[config.mk]
export PLATFORM = sky130hd
export DESIGN_NAME = bus_slave
export DESIGN_NICKNAME = d
export VERILOG_FILES = /design/src/design/slave_pkg.sv /design/src/design/word_fifo.sv /design/src/design/bus_slave.sv
export SDC_FILE = /design/constraint.sdc
export NUM_CORES = 1
export LEC_CHECK = 0
export BUFFER_PORTS_ARGS = -buffer_cell sky130_fd_sc_hd__buf_2
export CAP_MARGIN = 20
export CELL_PAD_IN_SITES_DETAIL_PLACEMENT = 1
export CELL_PAD_IN_SITES_GLOBAL_PLACEMENT = 1
export CORE_UTILIZATION = 45
export DETAILED_ROUTE_END_ITERATION = 6
export GPL_TIMING_DRIVEN = 0
export PLACE_DENSITY = 0.71
export SYNTH_ARGS = -nofsm -noshare
export SYNTH_HDL_FRONTEND = slang
export SYNTH_SLANG_ARGS = --single-unit
[constraint.sdc]
create_clock -name clock_in -period 3.7 [get_ports clock_in]
set_clock_uncertainty 0.1 [all_clocks]
set_input_delay 0.555 -clock clock_in [delete_from_list [all_inputs] [get_ports clock_in]]
set_output_delay 0.555 -clock clock_in [all_outputs]
set_load 0.02 [all_outputs]
[src/design/slave_pkg.sv]
// Constants shared by the external bus slave, the bus master model and the testbench.
`default_nettype none
package slave_pkg;
	// Pin widths of the nonmultiplexed bus.
	localparam int ADDR_W = 24;
	localparam int DATA_W = 16;
	// Size codes driven by the master on size_code_hi/size_code_lo.
	localparam logic [1:0] SIZE_LONG  = 2'h0;
	localparam logic [1:0] SIZE_BYTE  = 2'h1;
	localparam logic [1:0] SIZE_WORD  = 2'h2;
	localparam logic [1:0] SIZE_THREE = 2'h3;
	// Byte lane mask: bit 1 is data[15:8], bit 0 is data[7:0].
	localparam logic [1:0] LANE_UPPER = 2'h2;
	localparam logic [1:0] LANE_BOTH  = 2'h3;
	// Default decode window and response timing.
	localparam logic [23:0] BASE_DEFAULT = 24'h000000;
	localparam logic [23:0] MASK_DEFAULT = 24'hff0000;
	localparam int          ACK_WAIT_DEFAULT = 0;
	localparam int          FIFO_DEPTH_DEFAULT = 16;
	// Responder states.
	typedef enum logic [1:0] {
		ST_IDLE = 2'b00,
		ST_WAIT = 2'b01,
		ST_ACK  = 2'b10,
		ST_ERR  = 2'b11
	} resp_state_e;
endpackage : slave_pkg
`default_nettype wire

[src/design/word_fifo.sv]
// Parameterised synchronous FIFO with valid/ready on both sides.
`default_nettype none
module word_fifo #(
	parameter int WIDTH = 18,
	parameter int DEPTH = 16
) (
	// Clock and reset.
	input  wire logic             clock_in,
	input  wire logic             rst_n_in,
	// Filling side.
	input  wire logic [WIDTH-1:0] push_data_in,
	input  wire logic             push_valid_in,
	output logic                  push_ready_out,
	// Draining side.
	output logic [WIDTH-1:0]      pop_data_out,
	output logic                  pop_valid_out,
	input  wire logic             pop_ready_in
);
	localparam int PW = (DEPTH > 1) ? $clog2(DEPTH) : 1;

	logic [WIDTH-1:0] mem_r [DEPTH];
	logic [PW-1:0]    wr_ptr_r;
	logic [PW-1:0]    rd_ptr_r;
	logic [PW:0]      count_r;
	logic             do_push;
	logic             do_pop;

	// Full and empty come straight from the occupancy count.
	assign push_ready_out = (count_r != (PW+1)'(DEPTH));
	assign pop_valid_out  = (count_r != '0);
	assign pop_data_out   = mem_r[rd_ptr_r];
	assign do_push        = push_valid_in && push_ready_out;
	assign do_pop         = pop_valid_out && pop_ready_in;

	// Storage has no reset; only pointers and count are control state.
	always_ff @(posedge clock_in) begin
		if (do_push) begin
			mem_r[wr_ptr_r] <= push_data_in;
		end
	end

	// Pointers wrap at DEPTH so that non-power-of-two depths also work.
	always_ff @(posedge clock_in or negedge rst_n_in) begin
		if (!rst_n_in) begin
			wr_ptr_r <= '0;
			rd_ptr_r <= '0;
		end else begin
			if (do_push) begin
				wr_ptr_r <= (wr_ptr_r == PW'(DEPTH - 1)) ? '0 : wr_ptr_r + 1'b1;
			end
			if (do_pop) begin
				rd_ptr_r <= (rd_ptr_r == PW'(DEPTH - 1)) ? '0 : rd_ptr_r + 1'b1;
			end
		end
	end

	// Occupancy count.
	always_ff @(posedge clock_in or negedge rst_n_in) begin
		if (!rst_n_in) begin
			count_r <= '0;
		end else if (do_push && !do_pop) begin
			count_r <= count_r + 1'b1;
		end else if (do_pop && !do_push) begin
			count_r <= count_r - 1'b1;
		end
	end
endmodule : word_fifo
`default_nettype wire

[src/design/bus_slave.sv]
// Slave responder for the external asynchronous strobe/acknowledge bus.
`default_nettype none
// Behaviour
// - 16-bit read: data on 15:0, wide ack only.
// - Size bits and low address select lanes.
// - Supply or latch data, ack encodes width.
// - Bus error aborts; with retry, cycle reruns.
// - Ack must not lead read data too far.
// - Late bus error within limit after ack.
// - Ack held through strobe negation, no waits.
// - Late error meets setup one clock after.
// - Fast-termination device has data by state four.
// - Fast write needs strobe select on address.
// - Overlapping chip selects share one wait counter.
// - 8-bit port: byte on 15:8, narrow ack.
// - Release data and ack after strobe negation.
module bus_slave
	import slave_pkg::*;
#(
	parameter logic [ADDR_W-1:0] BASE     = BASE_DEFAULT,
	parameter logic [ADDR_W-1:0] MASK     = MASK_DEFAULT,
	parameter int                ACK_WAIT = ACK_WAIT_DEFAULT,
	parameter int                DEPTH    = FIFO_DEPTH_DEFAULT
) (
	// Clock and reset.
	input  wire logic              clock_in,
	input  wire logic              rst_n_in,
	// Bus pins driven by the master.
	input  wire logic [ADDR_W-1:0] addr_in,
	input  wire logic              addr_valid_strobe_n_in,
	input  wire logic              data_strobe_n_in,
	input  wire logic              read_not_write_in,
	input  wire logic              size_code_hi_in,
	input  wire logic              size_code_lo_in,
	// Two-way data bus, split into its three signals.
	input  wire logic [DATA_W-1:0] data_in,
	output logic [DATA_W-1:0]      data_out,
	output logic                   data_oe_out,
	// Termination pins driven back to the master.
	output logic                   transfer_ack_wide_n_out,
	output logic                   transfer_ack_narrow_n_out,
	output logic                   bus_error_n_out,
	output logic                   retry_n_out,
	// Configuration: present an 8-bit port instead of a 16-bit one.
	input  wire logic              port_narrow_in,
	// Read data source on the user side.
	input  wire logic [DATA_W-1:0] rd_data_in,
	input  wire logic              rd_valid_in,
	output logic                   rd_ready_out,
	input  wire logic              retry_req_in,
	// Write data stream out of the FIFO.
	output logic [DATA_W-1:0]      wr_data_out,
	output logic [1:0]             wr_lanes_out,
	output logic                   wr_valid_out,
	input  wire logic              wr_ready_in
);
	localparam int WW = ACK_WAIT > 255 ? 16 : 8;

	resp_state_e       state_r;
	logic [WW-1:0]     wait_r;
	logic              retry_r;
	logic              rd_cycle_r;
	logic [DATA_W-1:0] data_r;
	logic              oe_r;
	logic [1:0]        size_code;
	logic [1:0]        lanes;
	logic              hit;
	logic              released;
	logic              push_valid;
	logic              push_ready;
	logic              acking;

	// Byte lanes from size code and low address bit; lower lane joins unless a lone upper byte, and an 8-bit port takes the upper lane only.
	function automatic logic [1:0] lane_fn(input logic [1:0] sz, input logic a0, input logic nar);
		logic [1:0] m;
		m = '0;
		if (nar) begin
			m = LANE_UPPER;
		end else begin
			m[1] = !a0;
			m[0] = a0 || (sz != SIZE_BYTE);
		end
		return m;
	endfunction : lane_fn

	assign size_code = {size_code_hi_in, size_code_lo_in};
	assign lanes     = lane_fn(size_code, addr_in[0], port_narrow_in);
	// The select is only looked at while the address strobe is low, so it follows that strobe.
	assign hit       = ((addr_in & MASK) == BASE);
	// The address strobe going away, or on a write the data strobe too, ends our drive; ack must not linger into the next cycle.
	assign released  = addr_valid_strobe_n_in || (rd_cycle_r ? 1'b0 : data_strobe_n_in);
	assign acking    = (state_r == ST_ACK);

	// A write is pushed only once the data strobe vouches for the bus contents.
	assign push_valid = (state_r == ST_WAIT) && (wait_r == '0) && !rd_cycle_r
		&& !data_strobe_n_in && !addr_valid_strobe_n_in;
	assign rd_ready_out = (state_r == ST_WAIT) && (wait_r == '0) && rd_cycle_r
		&& !retry_req_in && !addr_valid_strobe_n_in;

	// Width is encoded by which ack line goes low; errors never carry an ack.
	assign transfer_ack_wide_n_out   = !(acking && !port_narrow_in);
	assign transfer_ack_narrow_n_out = !(acking && port_narrow_in);
	assign bus_error_n_out           = !(state_r == ST_ERR);
	assign retry_n_out               = !(state_r == ST_ERR && retry_r);
	assign data_out                  = data_r;
	assign data_oe_out               = oe_r;

	// Cycle sequencing: decode, optional waits, ack until the strobes drop.
	always_ff @(posedge clock_in or negedge rst_n_in) begin
		if (!rst_n_in) begin
			state_r    <= ST_IDLE;
			wait_r     <= '0;
			retry_r    <= 1'b0;
			rd_cycle_r <= 1'b0;
		end else begin
			case (state_r)
				ST_IDLE: begin
					retry_r <= 1'b0;
					if (!addr_valid_strobe_n_in) begin
						rd_cycle_r <= read_not_write_in;
						wait_r     <= WW'(ACK_WAIT);
						state_r    <= hit ? ST_WAIT : ST_ERR;
					end
				end
				ST_WAIT: begin
					if (addr_valid_strobe_n_in) begin
						state_r <= ST_IDLE;
					end else if (wait_r != '0) begin
						wait_r <= wait_r - 1'b1;
					end else if (rd_cycle_r && retry_req_in) begin
						retry_r <= 1'b1;
						state_r <= ST_ERR;
					end else if (rd_cycle_r ? rd_valid_in : (push_valid && push_ready)) begin
						state_r <= ST_ACK;
					end
				end
				ST_ACK: begin
					if (released) begin
						state_r <= ST_IDLE;
					end
				end
				ST_ERR: begin
					if (addr_valid_strobe_n_in) begin
						state_r <= ST_IDLE;
					end
				end
				default: begin
					state_r <= ST_IDLE;
				end
			endcase
		end
	end

	// Read data is placed together with the ack, so ack never leads valid data.
	always_ff @(posedge clock_in or negedge rst_n_in) begin
		if (!rst_n_in) begin
			data_r <= '0;
			oe_r   <= 1'b0;
		end else if (rd_ready_out && rd_valid_in) begin
			oe_r <= 1'b1;
			if (port_narrow_in) begin
				data_r <= addr_in[0] ? {rd_data_in[7:0], 8'h00} : {rd_data_in[15:8], 8'h00};
			end else begin
				data_r <= rd_data_in;
			end
		end else if (acking && released) begin
			oe_r   <= 1'b0;
			data_r <= '0;
		end
	end

	// Written words queue here; a full FIFO holds off the ack as wait states.
	word_fifo #(
		.WIDTH(DATA_W + 2),
		.DEPTH(DEPTH)
	) u_wfifo (
		.clock_in      (clock_in),
		.rst_n_in      (rst_n_in),
		.push_data_in  ({lanes, data_in}),
		.push_valid_in (push_valid),
		.push_ready_out(push_ready),
		.pop_data_out  ({wr_lanes_out, wr_data_out}),
		.pop_valid_out (wr_valid_out),
		.pop_ready_in  (wr_ready_in)
	);

	logic any_ack;
	assign any_ack = !transfer_ack_wide_n_out || !transfer_ack_narrow_n_out;
endmodule : bus_slave
`default_nettype wire

Word level (Yosys, flattened, before mapping). Memories as Yosys holds them, arrays and structs flattened. Cells that the tools add are included.

Add/subtract/negate cells: 5. Eq/ne operators: 16. Multiplexer cells: 32. Bitwise gates (word level): 1. Reductions and logical operators: 43.

Operators by type and width (count): 16-bit 2-to-1 mux (4); 24-bit zero test (1); 8-bit 2-to-1 mux (3); 2-bit 2-to-1 mux (9); 1-bit logical AND (17); 8-bit one-hot mux with 2 select lines (1); 1-bit zero test (12); 5-bit 2-to-1 mux (2); 2-bit inequality test, second input constant (5); 1-bit 2-to-1 mux (9); 4-bit by 1-bit adder with 4-bit output, second input constant (2); 4-bit equality test, second input constant (2); 8-bit zero test (1); 4-bit 2-to-1 mux (2); 2-bit one-hot mux with 4 select lines (1); 4-bit AND reduction (2); 8-bit nonzero test (1); 8-bit by 1-bit subtractor with 8-bit output, second input constant (1); 2-bit by 1-bit inequality test with 1-bit output, second input constant (3); 2-bit nonzero test (3); 5-bit by 1-bit adder with 5-bit output, second input constant (1); 5-bit inequality test, second input constant (1); 5-bit AND reduction (1); 5-bit nonzero test (1); 10 further kinds (12).

Bits in registers: 42. Bits in writable memories: 288. Memories: 1.

Memories: u_wfifo.mem_r (words 16, width 18, read ports 1, clocked after memory_dff 0, wr ports 1, line word_fifo.sv:21) `logic [WIDTH-1:0] mem_r [DEPTH];`.

Depth between registers and ports, before layout.
Word-level depth: 12. Mapped depth: 13. Depth with buffers taken out: 12.

By module. From an unflattened synthesis, not the netlist that was laid out.

Cell total of the unflattened synthesis: 746. Area, all modules: 13425.4 um^2.

By module, submodules not included: word_fifo (instances 1, cells each 579, area each 11857.6 um^2, seq. area each 8973.6 um^2); bus_slave (instances 1, cells each 167, area each 1567.8 um^2, seq. area each 725.7 um^2).

Least setup slack after synthesis. OpenSTA, ideal clock, no wires.

Kind: input to register. Start point: input addr_valid_strobe_n_in. End point: register u_wfifo.count_r[4]. Library setup time: 0.080 ns. Arrival time: 2.902 ns. Data required time: 3.520 ns. Path slack: 0.618 ns. Stages: 12. Path buffers: 2. Cell sequence: clkbuf_1 -> nor3b_2 -> nand3_1 -> nor2_2 -> clkbuf_1 -> ha_1 -> inv_1 -> fa_1 -> a21o_1 -> a21oi_1 -> mux2i_1 -> xnor2_1.

Word-level cells in the longest chain between the ends: 6. Elaborated cells between the ends (all ways): 8.

RTL lines: start, declared (line bus_slave.sv:30) `input wire logic addr_valid_strobe_n_in,`; 1-bit zero test *; 1-bit logical AND * (line bus_slave.sv:96) `&& !data_strobe_n_in && !addr_valid_strobe_n_in;`; 1-bit logical AND * (line word_fifo.sv:32) `assign do_push = push_valid_in && push_ready_out;`; net u_wfifo.do_push (line word_fifo.sv:25) `logic do_push;`; 1-bit zero test (line word_fifo.sv:63) `end else if (do_pop && !do_push) begin`; 1-bit logical AND (line word_fifo.sv:63); 2-bit nonzero test (no line); end signal, assigned (line word_fifo.sv:62) `count_r <= count_r + 1'b1;`; end signal, assigned (line word_fifo.sv:64) `count_r <= count_r - 1'b1;`; end, declared (line word_fifo.sv:24) `logic [PW:0] count_r;`.

The timed path passes the listed nets; every way through them passes the cells marked *. A chain may end at the register's enable or synchronous reset.

Final worst setup path.
Start point: register u_wfifo.rd_ptr_r[1]. End point: output wr_data_out[13].

Word-level cells in the longest chain between the ends: 1.

RTL lines: start, declared (line word_fifo.sv:23) `logic [PW-1:0] rd_ptr_r;`; start signal, assigned (line word_fifo.sv:52) `rd_ptr_r <= (rd_ptr_r == PW'(DEPTH - 1)) ? '0 : rd_ptr_r + 1'b1;`; memory 16 x 18 bit; end, declared (line bus_slave.sv:52) `output logic [DATA_W-1:0] wr_data_out,`.

Every way passes these cells.

==> flow_summary.yaml <==
run_status:
  status: "finished clean"
clock_tree:
  cts-root-buf: "clkbuf_16"
  clock_latency_ns: 0.52
  clock_sinks: 330
  clk_pin_slew_ns: 0.06
  postCtsSetupRepairBufs: 0
  tritoncts: "built"
  cts_max_path_buffers: 3
  cts_buffers: 36
  h-tree-depth: 2
drt:
  drt-wirelength-per-cell_um: 25.1
  drt_first_pass_iters: 5
  avgViaCountPerCell: 5.76
  drc: 0
  first_iter_violations: 598
  vias: 7666
  drtAntennaViolNets: 0
  drt_wl_total_um: 33500
placed_design:
  place_congestion: 0.765
  hpwl_um: 22100
  io_buffers: 91
  placed_cells: 1260
setup_path:
  start_kind: "register"
  startpoint: "u_wfifo.rd_ptr_r[1]"
  r2r-end: "u_wfifo.count_r[4]"
  cpPeakStageDelay_ns: 0.62
  crit_path_end_kind: "output pin"
  endpoint: "wr_data_out[13]"
  r2r_cells: 11
  worstPathRequired_ns: 3.04
  cp.arrival_ns: 2.91
  path_class: "reg -> out"
  cp.depth: 7
  critPathTopFamily: "buffers and inverters"
  critPathSlowestCell: "buf_1"
  crit_buf_inv: 3
  r2r_slack_ns: 0.21
  cp_max_fo: 10
  critical_path.cell_chain: "and2_1 -> clkbuf_1 -> buf_1 -> a221oi_1 -> a22oi_1 -> nand2_1 -> buf_2"
  reg2reg_from: "wait_r[3]"
synth:
  yosysWarnings: 0
  syn_inst: 772
  ys_seq_area_share_pct: 72.0
  synth_area_leaders: "edfxtp_1 (64%), dfrtp_1 (7.8%), mux2i_1 (7.3%), mux4_2 (6.0%), a221oi_1 (2.3%)"
  synth_flop_cell: "edfxtp_1"
  yosys.area.top_type_share_pct: 64.2
  avgSynthCellArea_um2: 17.4
  synthArstFlopShare_pct: 12.7
  synth_edf_count: 288
  syn-num-nets: 851
  synth_area_leader_cell: "edfxtp_1"
  synth_seq_cells: 330
  synth_cell_types: 55
  synth_area_um2: 13500
power:
  internal_power_mw: 7.60
  p_leak_nw: 5.85
  swShare_pct: 33.4
  ir_drop_uv: 394
  power.share.clock_pct: 29.8
  powerDensity_nw_per_um2: 715
  switchingPower_mw: 3.82
  p_seq_share_pct: 38.2
  pwr-share-comb_pct: 32.0
  total_power_mw: 11.4
sta:
  hold-worst-slack_ns: 0.172
  rsz0062_at_grt: "yes"
  finalSetupViolCount: 0
  worstMarginPinSlew_ns: 1.10
  fin_crit_sh_pct: 96.4
  fmax_mhz: 280
  slew_headroom_pct: 26.5
  drv_slew: 0
  fin_crit_ns: 3.57
  hold_violations: 0
die:
  num_rows: 62
  die_h_um: 175
  ios: 108
  start_util_pct: 46.3
  die_x_um: 175
  die-area_um2: 30600
  core_region_area_um2: 29100
global_route:
  use_met2_pct: 38.3
  grt_util_met1_pct: 29.0
  grt_max_degree: 43
  grt_pass1_vias: 8244
  grt_overflow_total: 0
  met3_usage_pct: 3.70
  track_usage_pct: 22.3
  grt_pass1_wl_um: 50000
  grt-busiest-layer: "met2"
  antenna_found_initial: 1
worst_hold_path:
  hold_depth: 2
  min_path_type: "in -> reg"
layout:
  stdcell_count: 1332
  layout-drive-gt1-share_pct: 24.4
  final_common_cell: "edfxtp_1"
  fillers: 2765
  final_nets: 998
  final_cell_mix: "edfxtp_1 (288), buf_2 (100), mux2i_1 (98), nand2_1 (45), dfrtp_1 (42)"
  syn_to_final_growth_pct: 18.5
job:
  drv_cap: 0
cell usage after synthesis (2+ instances only):
cell type,instances
o31ai_1,2
mux2_2,5
o21ai_1,2
and3_1,12
o21ai_0,26
a311oi_1,2
buf_1,5
nor3_1,2
xnor2_1,5
nor2_1,12
inv_1,7
buf_2,11
a22oi_1,18
nand2_1,45
a31oi_1,3
mux4_2,36
clkbuf_1,21
or3_1,4
nor2b_1,8
buf_6,2
nand2b_1,11
and2_1,8
dfrtp_1,42
xor2_1,3
a31o_2,2
edfxtp_1,288
a221oi_1,36
nand3_1,3
mux2i_1,98
nor4_1,5
a21oi_1,8
ha_1,11
a21o_1,4
or4_1,2
or3b_2,2
nor3b_1,2
routing by layer:
metal	share of wire, %	up-vias
met5	0	-
met4	2.4	0
met3	5.1	61
met2	50	224
met1	42	3967
li1	-	3414
power by group through the flow:
stage | Sequential (mW) | Combinational (mW) | Clock [mW]
3_5_place_dp | 4.42 | 3.63 | 0
2_1_floorplan | 4.40 | 2.42 | 0
6_report | 4.36 | 3.65 | 3.40
3_3_place_gp | 4.42 | 3.51 | 0
4_1_cts | 4.35 | 3.65 | 3.45
5_1_grt | 4.38 | 3.95 | 3.58
worst min-delay path by stage:
| stage | start | end | slack (ns) |
|---|---|---|---|
| 5_1_grt | read_not_write_in | rd_cycle_r | 0.17 |
| 6_report | read_not_write_in | rd_cycle_r | 0.17 |
| 3_3_place_gp | data_oe_out | data_oe_out | 0.36 |
| 4_1_cts | rst_n_in | data_out[3] | 0.14 |
| 3_5_place_dp | data_oe_out | data_oe_out | 0.38 |
| 2_1_floorplan | rst_n_in | data_oe_out | 0.16 |
cells by family after synthesis:
family	count (synthesis)	share of synthesized area [%]
fa+ha+maj	12	1.17
mux	140	13.8
flops	330	72.0
compound gates	112	6.13
xor+xnor	8	0.520
simple gates	123	4.81
buf+inv	47	1.52
state kept, by name, indices dropped and copies added, names as in the netlist:
register,count
u_wfifo.count_r,5
state_r,2
data_oe_out,1
data_out,16
retry_r,1
u_wfifo.wr_ptr_r,4
wait_r,8
rd_cycle_r,1
u_wfifo.mem_r,288
u_wfifo.rd_ptr_r,4
worst reg2reg max path, cell delays in order (launching register included):
cell      delay, ns
dfrtp_1        0.45
nor4_1         0.57
nand3_2        0.29
nor2_4         0.26
clkbuf_2       0.27
ha_1           0.21
inv_1          0.11
fa_1           0.41
a21o_1         0.17
a21oi_1        0.17
mux2i_1        0.26
xnor2_1        0.15
stage by stage:
step / setup slack, ns / util (%) / TNS [ns] / instance area, µm²
global route: -0.00614 / 54.9 / -0.00815 / 16000
global placement: 0.00773 / 49.5 / 0 / 14400
finish: 0.133 / 54.9 / 0 / 16000
floorplan: 0.618 / - / 0 / 13500
CTS: 0.00160 / 54.4 / 0 / 15800
detailed placement: 0.0227 / 50.6 / 0 / 14700
repair_timing:
item / CTS / global route
setup endpoints to repair: 9 / 8
hold buffers: 0 / 1
gates resized for setup: 4 / 11
hold endpoints to repair: 0 / 5
final cells by class:
type / count / area, µm² / area share (%)
Sequential cell: 330 / 9700 / 60.8
Multi-Input combinational cell: 395 / 3580 / 22.4
Clock buffer: 46 / 960 / 6.01
Timing Repair Buffer: 109 / 861 / 5.39
Tap cell: 384 / 480 / 3.01
Buffer: 39 / 195 / 1.22
Clock inverter: 20 / 159 / 0.995
Inverter: 8 / 30.0 / 0.188
Antenna cell: 1 / 2.50 / 0.0157
Power figures use the tool's default switching activity.
